<file path="src/design/flash_cmd_pkg.sv">
package flash_cmd_pkg;
  // ----------------------------------------
  // Register map
  // ----------------------------------------
  localparam logic [11:0] FLASH_COMMAND_ADDR = 12'hFF8;
  localparam logic [7:0] FLASH_COMMAND_RESET = 8'h00;
  // ----------------------------------------
  // Command codes
  // ----------------------------------------
  localparam logic [7:0] CMD_UNLOCK_FIRST = 8'h73;
  localparam logic [7:0] CMD_UNLOCK_SECOND = 8'h8C;
  localparam logic [7:0] CMD_PAGE_ERASE = 8'h95;
  localparam logic [7:0] CMD_MASS_ERASE = 8'h63;
  localparam logic [7:0] CMD_PROTECT_ACCESS = 8'h5E;
  localparam logic [7:0] DBG_WRITE_REG = 8'h08;
  // ----------------------------------------
  // Flash control register window
  // ----------------------------------------
  localparam logic [11:0] FLASH_CTRL_FIRST = 12'hFF8;
  localparam logic [11:0] FLASH_CTRL_LAST = 12'hFFF;
  // ----------------------------------------
  // Oscillator option codes (erased flash reads as OSC_MODE_MAX)
  // ----------------------------------------
  localparam logic [1:0] OSC_MODE_RC = 2'h0;
  localparam logic [1:0] OSC_MODE_MAX = 2'h3;
  // ----------------------------------------
  // Status field positions
  // ----------------------------------------
  localparam int STAT_UNLOCK_LO = 0;
  localparam int STAT_PROTECT_EN = 2;
  localparam int STAT_READ_PROT = 3;
  localparam int STAT_WRITE_PROT = 4;

  typedef enum logic [1:0] {
    LOCKED,
    FIRST_SEEN,
    UNLOCKED
  } lock_state_t;
endpackage

</file>
<file path="src/design/flash_cmd_if.sv">
`timescale 1ns/10ps
`default_nettype none
interface flash_cmd_if;
  logic cmdStrobe;
  logic [7:0] cmdByte;
  logic fromDebug;
  logic [1:0] lockCode;
  logic pageStart;
  logic massStart;
  logic protectOpen;
  modport decoder(input cmdStrobe, cmdByte, fromDebug,
    output lockCode, pageStart, massStart, protectOpen);
  modport owner(output cmdStrobe, cmdByte, fromDebug,
    input lockCode, pageStart, massStart, protectOpen);
endinterface
`default_nettype wire

</file>
<file path="src/design/flash_command_unlock_protect.sv">
`timescale 1ns/10ps
`default_nettype none
module flash_command_unlock_protect
  import flash_cmd_pkg::*;
#(
  parameter int PAGE_BITS = 3
) (
  input wire logic clk,
  input wire logic rst,
  input wire logic [11:0] cpuAddr,
  input wire logic [7:0] cpuWdata,
  input wire logic cpuWrite,
  input wire logic cpuRead,
  input wire logic [11:0] dbgAddr,
  input wire logic [7:0] dbgWdata,
  input wire logic dbgWrite,
  input wire logic [7:0] dbgCommand,
  input wire logic [PAGE_BITS-1:0] pageSelect,
  input wire logic read_protect_option,
  input wire logic write_protect_option,
  input wire logic watchdogAlwaysOn,
  input wire logic [1:0] oscillator_mode_select,
  input wire logic brownout_always_on,
  input wire logic watchdogRefresh,
  input wire logic stopRecovery,
  input wire logic stopMode,
  input wire logic brownoutOffRequest,
  output logic [7:0] readData,
  output logic pageEraseStart,
  output logic [PAGE_BITS-1:0] erasePage,
  output logic massEraseStart,
  output logic sectorProtectOpen,
  output logic userCodeReadable,
  output logic dbgWriteRejected,
  output logic watchdogRunning,
  output logic [1:0] oscDriveMode,
  output logic brownoutEnable
);
  // ----------------------------------------
  // State
  // ----------------------------------------
  // Option pins are static straps but still come from outside the clock
  typedef struct packed {
    logic [1:0] syncRp;
    logic [1:0] syncWp;
    logic [1:0] syncWd;
    logic [1:0] syncBo;
    logic [3:0] syncOsc;
    logic [7:0] rdata;
    logic page;
    logic [PAGE_BITS-1:0] pageNum;
    logic mass;
    logic prot;
    logic readable;
    logic rejected;
    logic wdRun;
    logic [1:0] osc;
    logic boEn;
  } top_t;
  top_t r;
  top_t next_r;

  flash_cmd_if cmd();

  function automatic logic isCtrlAddr(input logic [11:0] a);
    return (a >= FLASH_CTRL_FIRST) && (a <= FLASH_CTRL_LAST);
  endfunction

  logic readProt;
  logic dbgCmdOk;
  logic cpuCmdHit;
  logic dbgCmdHit;
  logic [7:0] statusByte;

  // Level 0 of the synchronised option bit means protection active
  assign readProt = ~r.syncRp[1];

  // ----------------------------------------
  // Command source selection
  // ----------------------------------------
  // Debugger under read protect: only mass erase into command reg
  assign dbgCmdOk = !readProt ||
    (dbgWdata == CMD_MASS_ERASE);
  assign dbgCmdHit = dbgWrite && (dbgCommand == DBG_WRITE_REG) &&
    (dbgAddr == FLASH_COMMAND_ADDR) && dbgCmdOk;
  assign cpuCmdHit = cpuWrite && (cpuAddr == FLASH_COMMAND_ADDR);

  // Debugger wins a same-cycle collision; CPU write is dropped
  assign cmd.cmdStrobe = dbgCmdHit || (cpuCmdHit && !dbgWrite);
  assign cmd.cmdByte = dbgCmdHit ? dbgWdata : cpuWdata;
  assign cmd.fromDebug = dbgCmdHit;

  flash_unlock_seq u_seq (
    .clk(clk),
    .rst(rst),
    .writeProtect(r.syncWp[1]),
    .cmd(cmd)
  );

  // ----------------------------------------
  // Status byte
  // ----------------------------------------
  always_comb begin
    statusByte = 8'h00;
    statusByte[STAT_UNLOCK_LO +: 2] = cmd.lockCode;
    statusByte[STAT_PROTECT_EN] = r.prot;
    statusByte[STAT_READ_PROT] = r.syncRp[1];
    statusByte[STAT_WRITE_PROT] = r.syncWp[1];
  end

  // ----------------------------------------
  // Next state
  // ----------------------------------------
  always_comb begin
    next_r = r;
    next_r.syncRp = {r.syncRp[0], read_protect_option};
    next_r.syncWp = {r.syncWp[0], write_protect_option};
    next_r.syncWd = {r.syncWd[0], watchdogAlwaysOn};
    next_r.syncBo = {r.syncBo[0], brownout_always_on};
    next_r.syncOsc = {r.syncOsc[1:0], oscillator_mode_select};
    // Command register reads back as status, never as itself
    if (cpuRead && (cpuAddr == FLASH_COMMAND_ADDR)) begin
      next_r.rdata = statusByte;
    end else begin
      next_r.rdata = 8'h00;
    end
    next_r.page = cmd.pageStart;
    if (cmd.pageStart) begin
      next_r.pageNum = pageSelect;
    end
    next_r.mass = cmd.massStart;
    if (cmd.protectOpen) begin
      next_r.prot = 1'b1;
    end
    next_r.readable = r.syncRp[1];
    // Protected debugger writes outside the flash control window, or non-mass-erase commands, are refused
    next_r.rejected = dbgWrite && readProt &&
      ((dbgCommand == DBG_WRITE_REG) ?
       (!isCtrlAddr(dbgAddr) || (dbgAddr == FLASH_COMMAND_ADDR &&
        !dbgCmdOk)) : 1'b1);
    // Start wins over a same-cycle stop recovery
    if (r.syncWd[1] && watchdogRefresh) begin
      next_r.wdRun = 1'b1;
    end else if (stopRecovery) begin
      next_r.wdRun = 1'b0;
    end
    next_r.osc = r.syncOsc[3:2];
    // Brownout off only in stop, not always-on, and power bit written
    next_r.boEn = r.syncBo[1] || !stopMode ||
      !brownoutOffRequest;
  end

  always_ff @(posedge clk) begin
    if (rst) begin
      r <= '0;
      r.syncRp <= 2'h3;
      r.syncWp <= 2'h3;
      r.syncWd <= 2'h3;
      r.syncBo <= 2'h3;
      r.syncOsc <= {OSC_MODE_MAX, OSC_MODE_MAX};
      r.osc <= OSC_MODE_MAX;
      r.readable <= 1'b1;
      r.boEn <= 1'b1;
    end else begin
      r <= next_r;
    end
  end

  // ----------------------------------------
  // Outputs
  // ----------------------------------------
  assign readData = r.rdata;
  assign pageEraseStart = r.page;
  assign erasePage = r.pageNum;
  assign massEraseStart = r.mass;
  assign sectorProtectOpen = r.prot;
  assign userCodeReadable = r.readable;
  assign dbgWriteRejected = r.rejected;
  assign watchdogRunning = r.wdRun;
  assign oscDriveMode = r.osc;
  assign brownoutEnable = r.boEn;
endmodule
`default_nettype wire

</file>
<file path="src/design/flash_unlock_seq.sv">
`timescale 1ns/10ps
`default_nettype none
module flash_unlock_seq
  import flash_cmd_pkg::*;
(
  input wire logic clk,
  input wire logic rst,
  input wire logic writeProtect,
  flash_cmd_if.decoder cmd
);
  typedef struct packed {
    lock_state_t lock;
    logic page;
    logic mass;
    logic prot;
  } seq_t;
  seq_t cur;
  seq_t next_cur;

  always_comb begin
    next_cur = cur;
    next_cur.page = 1'b0;
    next_cur.mass = 1'b0;
    next_cur.prot = 1'b0;
    if (cmd.cmdStrobe) begin
      if (cmd.cmdByte == CMD_PROTECT_ACCESS) begin
        next_cur.prot = 1'b1;
        next_cur.lock = LOCKED;
      end else begin
        unique case (cur.lock)
          LOCKED: begin
            // Wrong opener stays locked
            next_cur.lock = (cmd.cmdByte == CMD_UNLOCK_FIRST) ?
              FIRST_SEEN : LOCKED;
          end
          FIRST_SEEN: begin
            next_cur.lock = (cmd.cmdByte == CMD_UNLOCK_SECOND) ?
              UNLOCKED : LOCKED;
          end
          UNLOCKED: begin
            // Every third byte ends the sequence, accepted or not
            next_cur.lock = LOCKED;
            if (cmd.cmdByte == CMD_PAGE_ERASE) begin
              next_cur.page = writeProtect;
            end else if (cmd.cmdByte == CMD_MASS_ERASE) begin
              // Debugger may mass erase even when write protected
              next_cur.mass = cmd.fromDebug;
            end
          end
        endcase
      end
    end
  end

  always_ff @(posedge clk) begin
    if (rst) begin
      cur <= '{lock: LOCKED, page: 1'b0, mass: 1'b0, prot: 1'b0};
    end else begin
      cur <= next_cur;
    end
  end

  assign cmd.lockCode = cur.lock;
  assign cmd.pageStart = cur.page;
  assign cmd.massStart = cur.mass;
  assign cmd.protectOpen = cur.prot;
endmodule
`default_nettype wire
</file>
<file path="config.mk">
export PLATFORM = sky130hd
export DESIGN_NAME = flash_command_unlock_protect
export DESIGN_NICKNAME = d
export VERILOG_FILES = /design/src/design/flash_cmd_pkg.sv /design/src/design/flash_cmd_if.sv /design/src/design/flash_command_unlock_protect.sv /design/src/design/flash_unlock_seq.sv
export SDC_FILE = /design/constraint.sdc
export NUM_CORES = 1
export LEC_CHECK = 0
export BUFFER_PORTS_ARGS = -buffer_cell sky130_fd_sc_hd__buf_2
export CAP_MARGIN = 5
export CORE_ASPECT_RATIO = 0.7
export CORE_MARGIN = 2
export CORE_UTILIZATION = 23
export CTS_BUF_LIST = sky130_fd_sc_hd__clkbuf_16
export CTS_CLUSTER_DIAMETER = 40
export CTS_CLUSTER_SIZE = 28
export DETAILED_ROUTE_END_ITERATION = 6
export GPL_ROUTABILITY_DRIVEN = 0
export PLACE_DENSITY = 0.58
export SLEW_MARGIN = 0
export SYNTH_ARGS = -nofsm -noshare
export SYNTH_HDL_FRONTEND = slang
export SYNTH_SLANG_ARGS = --single-unit
export TNS_END_PERCENT = 1
</file>
<file path="constraint.sdc">
create_clock -name clk -period 2.2 [get_ports clk]
set_input_delay 0.44 -clock clk [delete_from_list [all_inputs] [get_ports clk]]
set_output_delay 0.44 -clock clk [all_outputs]
set_load 0.02 [all_outputs]
</file>
==> metrics.md, run 1 <==
| Metric | Value |
|---|---|
| CORE AREA | `6250 um^2` |
| Detailed-route via count | `1,254` |
| FFs w/ async S/R, synth | `0%` |
| Top cell type by total area after synthesis | `dfxtp_1` |
| Remaining DRCs | `0` |
| Multi-input logic area | `702 um^2` |
| Die area | `7150 um^2` |
| Critical Path RT | `about 2400 ps` |
| Mapped Avg Cell Area | `10.3 um^2` |
| Cells after synthesis | `145` |
| Final setup vio count | `0` |
| Initial DRC count | `47` |
| Worst Path Arrival | `about 1900 ps` |
| CTS Sinks | `34` |
| RSZ-0062 raised after global routing | `no` |
| Setup Buffers After CTS | `0` |
| Fin Clk Skew | `around 3.3 ps` |
| GRT Overall Usage | `under 10%` |
| Clock latency on the worst-skew pair | `~270 ps` |
| Post-synth top area share | `45.6%` |
| Total grt overflow | `0` |
| Area contributors post-synth | `dfxtp_1 (46%), buf_4 (6.5%), or2_2 (3.8%)` |
| Routed WL | `3450 um` |
| Setup TNS | `0 ps` |
| Max Fclk | `584 MHz` |
| Setup crit end kind | `flop` |
| Avg WL per Cell | `11.5 um` |
| Final hold vios | `0` |
| Power per standard cell area | `684 nW/um^2` |
| WP buf/inv | `1` |
| CTS tree | `built` |
| Power, Total | `between 1000 and 1500 uW` |
| Critical Path Slowest Stage Cell | `or4b_4` |
| Via density | `4.19` |
| PortBufs | `82` |
| Number of core rows | `24` |
| Post-CTS Hold Fix Bufs | `0` |
| Startpoint Class | `input port` |
| Crit-path cells | `buf_2 > or4b_4 > nor4_4 > mux2i_1 > nor2_1 > a211oi_1` |
| Fill count | `663` |
| Largest net degree at the start of global routing | `31` |
| Min cycle time layout | `1710 ps` |
| Die width | `100 um` |
| Leakage power | `0.000890 uW` |
| Peak supply drop | `453 uV` |
| Synthesized cell area | `roughly 1500 um^2` |
| Die Y | `71.4 um` |
| EDFF count, synth | `0` |
| Worst path max stage delay | `around 550 ps` |
| Initial antenna violation count | `0` |
| CP top delay family | `simple AND/OR/NAND/NOR gates` |
| Post-synth cell types | `39` |
| Register Area | `681 um^2` |
| Sequential cell area fraction in the yosys report | `45.6%` |
| Max cap viols | `0` |
| Slew Viols, Final | `0` |
| Path type of the worst min-delay path | `in2reg` |
| Routed Antenna Nets | `0` |
| Synth-to-Final Area Change | `36.5%` |
| Ant diodes | `0` |
| Critical path type | `in2reg` |
| Share of layout cells above drive strength 1 | `48.0%` |
| Starting Density | `a little under a quarter` |
| Post-DP HPWL | `2770 um` |
| First drt pass iteration count | `4` |
| Slew HR | `62.9%` |
| Yosys warns | `0` |
| Fin crit share | `77.8%` |
| TritonCTS Buffers | `5` |
| Status | `complete, no violations` |
| Synthesized flop and latch total | `34` |
| Root Buffer | `clkbuf_16` |
| CTS H-tree depth | `2` |
| Worst-margin pin slew | `549 ps` |
| Vias in the first global route | `1,227` |
| Post-CTS Resized | `0` |
| Final #Nets | `288` |
| CTS clock-pin slew for the worst setup and hold paths | `50 ps` |
| I/O pin count | `86` |
| Main synth FF type | `dfxtp_1` |
| First-pass GRT wire length | `5490 um` |
| Max Root-Sink Buffers | `2` |
| Worst Path Max Fanout | `5` |
==> layer usage <==
metal / vias to the layer above / global-route usage, % / routed length (um)
li1: 645 / - / -
met1: 550 / 12.5 / 1680
met4: 0 / 1.83 / 10
met2: 57 / 15.9 / 1410
met5: - / 0 / 0
met3: 2 / 4.59 / 346
==> state kept, by name, indices dropped and copies added (netlist names) <==
register,flops
u_seq.cmd.pageStart,1
oscDriveMode,2
r,3
pageEraseStart,1
dbgWriteRejected,1
u_seq.cmd.protectOpen,1
watchdogRunning,1
u_seq.cmd.lockCode,2
u_seq.cmd.massStart,1
next_r,9
massEraseStart,1
userCodeReadable,1
readData,5
sectorProtectOpen,1
erasePage,3
brownoutEnable,1
==> layout make-up <==
cell class / count / share of cell area [%]
multi-input combinational: 95 / 34.5
tap: 78 / 4.79
clock buffer: 5 / 6.15
timing repair buffer: 82 / 20.2
inverter: 2 / 0.369
sequential: 34 / 33.4
clock inverter: 3 / 0.615
==> cells by family after synthesis <==
group	Yosys count	synth area share, %
fa+ha+maj	2	1.68
simple gates	77	37.3
compound gates	9	4.61
other cells	1	0.251
mux	4	2.68
flops	34	45.6
buf+inv	18	7.80
==> final timing paths <==
path	from	endpoint	slack, ps	cells past startpoint
hold reg to reg	next_r[27]$_SDFF_PP1_	r[27]$_SDFF_PP1_	400	1
setup / recovery	cpuAddr[1]	u_seq.cmd.lockCode[0]$_SDFFE_PP0N_	490	6
setup reg to reg	u_seq.cmd.lockCode[0]$_SDFFE_PP0N_	u_seq.cmd.lockCode[0]$_SDFFE_PP0N_	700	7
hold / removal	oscillator_mode_select[0]	next_r[22]$_SDFF_PP1_	340	2
==> layout by cell type, fill, tap and decap left out, types with 2 or more instances in the layout <==
cell type and n:
nand4_1 3, nor2_1 9, clkbuf_16 5, nor2b_1 2, or2_2 9, nand3_1 5
buf_2 82, a211oi_1 2, nor3b_1 3, or2_1 6, ha_1 2, nor4bb_1 4
nand2b_1 5, and4bb_1 2, and4b_1 3, and2_1 5, nand2_1 5, dfxtp_1 34
nand3b_1 3, mux2i_1 4, nor4_4 2, a21oi_1 3, inv_1 3, conb_1 3
==> Yosys cell counts (all sizes together) (4+ instances only) <==
cell and instances:
a21oi 4, and2 5, buf 13, dfxtp 34
mux2i 4, nand2 5, nand2b 5, nand3 5
nor2 9, nor4 4, nor4bb 4, or2 15
==> metrics by stage <==
step / std cells / instance area, um^2 / util [%] / worst slack (ps) / hold WS, ps
floorplan: 147 / 1500 / - / 459 / 383
global placement: 291 / 1900 / 30.4 / 251 / 389
detailed placement: 291 / 1900 / 30.4 / 197 / 393
CTS: 299 / 2040 / 32.6 / 480 / 338
global route: 299 / 2040 / 32.6 / 376 / 347
finish: 299 / 2040 / 32.6 / 488 / 345
==> report_power, final <==
part	total (uW)	internal (uW)	leakage, uW	switching (uW)
Sequential	635	630	0.000278	4.49
Combinational	115	64.3	0.000540	51.0
Clock	642	408	0.0000724	234
No activity file was read; power rests on OpenSTA's default activity.
==> inputs of run 2 (changes only) <==
- PLACE_DENSITY: 0.58 -> 0.6
- clock period: 2.2 -> 1.35 ns (I/O delays scaled with it)
==> metrics.md, run 2 (synthesis results as in run 1) <==
| Metric | Value |
|---|---|
| Pre-CTS setup slack | `-384 ps` |
| Power per standard cell area | `1080 nW/um^2` |
| PortBufs | `82` |
| Initial antenna violation count | `0` |
| First drt pass iteration count | `4` |
| Ant diodes | `0` |
| Most frequent cells in the layout | `buf_2 (81), dfxtp_1 (33), buf_4 (27)` |
| Fin Clk Skew | `4.91 ps` |
| Worst r2r path cells | `4` |
| Most common cell after layout, fill and taps aside | `buf_2` |
| Peak supply drop | `roughly 600 uV` |
| Remaining DRCs | `0` |
| Worst path max stage delay | `~550 ps` |
| Vias in the first global route | `1,356` |
| Min cycle time layout | `1350 ps` |
| Clock latency on the worst-skew pair | `270 ps` |
| Starting Density | `between 20% and 30%` |
| Synth-to-Final Area Change | `55.9%` |
| Worst Hold End | `next_r[22]$_SDFF_PP1_` |
| Crit-path cells | `buf_6 > or4b_4 > buf_4 > nor4_4 > buf_4 > and2_1` |
| CORE AREA | `6250 um^2` |
| Min Hold Slack | `171 ps` |
| Root Buffer | `clkbuf_16` |
| GRT Overall Usage | `10.5%` |
| Worst Path Arrival | `about 1600 ps` |
| Multi-input logic area | `752 um^2` |
| CTS clock-pin slew for the worst setup and hold paths | `50 ps` |
| Max cap viols | `0` |
| Die area | `between 7000 and 8000 um^2` |
| Flop2flop setup slack | `20 ps` |
| CTS tree | `built` |
| Status | `complete, no violations` |
| Die Y | `71.4 um` |
| Fin crit share | `99.8%` |
| Critical path type | `in2reg` |
| PnR worst setup slack | `2.47 ps` |
| Max reg flops | `9` |
| CTS Sinks | `34` |
| Power, Total | `2520 uW` |
| CP top delay family | `simple AND/OR/NAND/NOR gates` |
| Via density | `between 4 and 5` |
| Max Root-Sink Buffers | `2` |
| Fill count | `~650` |
| Detailed-route via count | `1,348` |
| Routed WL | `3570 um` |
| Register Area | `682 um^2` |
| Cell mode on critical path | `buf_4` |
| Critical Path RT | `roughly 1600 ps` |
| Max Fclk | `742 MHz` |
| Slew Viols, Final | `0` |
| Final setup vio count | `0` |
| Total grt overflow | `0` |
| Share of layout cells above drive strength 1 | `58.1%` |
| Placed inst area | `2090 um^2` |
| Worst hold path startpoint | `oscillator_mode_select[0]` |
| Final hold vios | `0` |
| Critical Path Slowest Stage Cell | `or4b_4` |
| Setup crit end kind | `flop` |
| RSZ-0062 raised after global routing | `yes` |
| Reg-to-reg endpoint | `u_seq.cmd.pageStart$_SDFF_PP0_` |
| Worst Path Max Fanout | `5` |
| First-pass GRT wire length | `roughly 6000 um` |
| I/O pin count | `86` |
| Largest net degree at the start of global routing | `19` |
| Post-DP HPWL | `2890 um` |
| Final instance area | `2320 um^2` |
| Die width | `100 um` |
| CTS H-tree depth | `2` |
| Path type of the worst min-delay path | `in2reg` |
| Leakage power | `0.00105 uW` |
| Number of core rows | `24` |
| Final #Nets | `315` |
| Hold path depth | `2` |
| R2R Path Start | `next_r[5]$_SDFF_PP1_` |
| WP buf/inv | `3` |
| TritonCTS Buffers | `5` |
| Startpoint Class | `input port` |
| Routed Antenna Nets | `0` |
| Avg WL per Cell | `11.0 um` |
| Post-layout util | `37.2%` |
| Initial DRC count | `23` |
==> run 2: timing repair <==
action,4_1_cts,5_1_grt
hold buffers,0,0
endpoints found under the setup margin,4,9
buffers inserted,0,1
pin swaps,5,2
resized for setup,4,8
==> run 2: metal layers <==
metal	wire [um]	part of all wire, %	global-route usage [%]
met4	25	0.70	2.74
met2	1500	42	16.3
met1	1700	48	13.4
met5	0	0	0
met3	339	9.5	4.68
==> run 2: metrics by stage <==
step                      setup TNS [ps]  instances
final                                  0        326
after floorplan                     -328        147
after global routing                -530        326
after detailed placement           -2870        317
after CTS                          -48.7        325
after global placement             -2780        317
==> run 2: power by group <==
part | switching (uW) | leakage [uW] | total [uW] | internal, uW
clock network | 395 | 0.0000812 | 1260 | 862
registers | 7.17 | 0.000278 | 1030 | 1030
logic | 94.2 | 0.000686 | 232 | 137
total | 496 | 0.00105 | 2520 | 2030
==> run 2: cell type report <==
cell class / instances / share of cell area [%]
timing repair buffer: 109 / 26.6
inverter: 2 / 0.323
clock buffer: 5 / 5.38
multi-input combinational: 95 / 32.3
tap: 78 / 4.20
sequential: 34 / 29.3
clock inverter: 3 / 1.78
==> run 2: how the worst max path moves through the flow <==
stage | slack [ps] | depth (start not counted) | from | end
2_1_floorplan | -220 | 5 | cpuAddr[1] | u_seq.cmd.lockCode[0]$_SDFFE_PP0N_
3_3_place_gp | -310 | 6 | dbgCommand[6] | u_seq.cmd.lockCode[1]$_SDFFE_PP0N_
3_5_place_dp | -380 | 6 | cpuAddr[1] | u_seq.cmd.lockCode[0]$_SDFFE_PP0N_
4_1_cts | -50 | 6 | cpuAddr[1] | u_seq.cmd.lockCode[0]$_SDFFE_PP0N_
5_1_grt | -70 | 6 | cpuAddr[1] | readData[1]$_SDFF_PP0_
6_report | 2 | 6 | cpuAddr[1] | readData[2]$_SDFF_PP0_
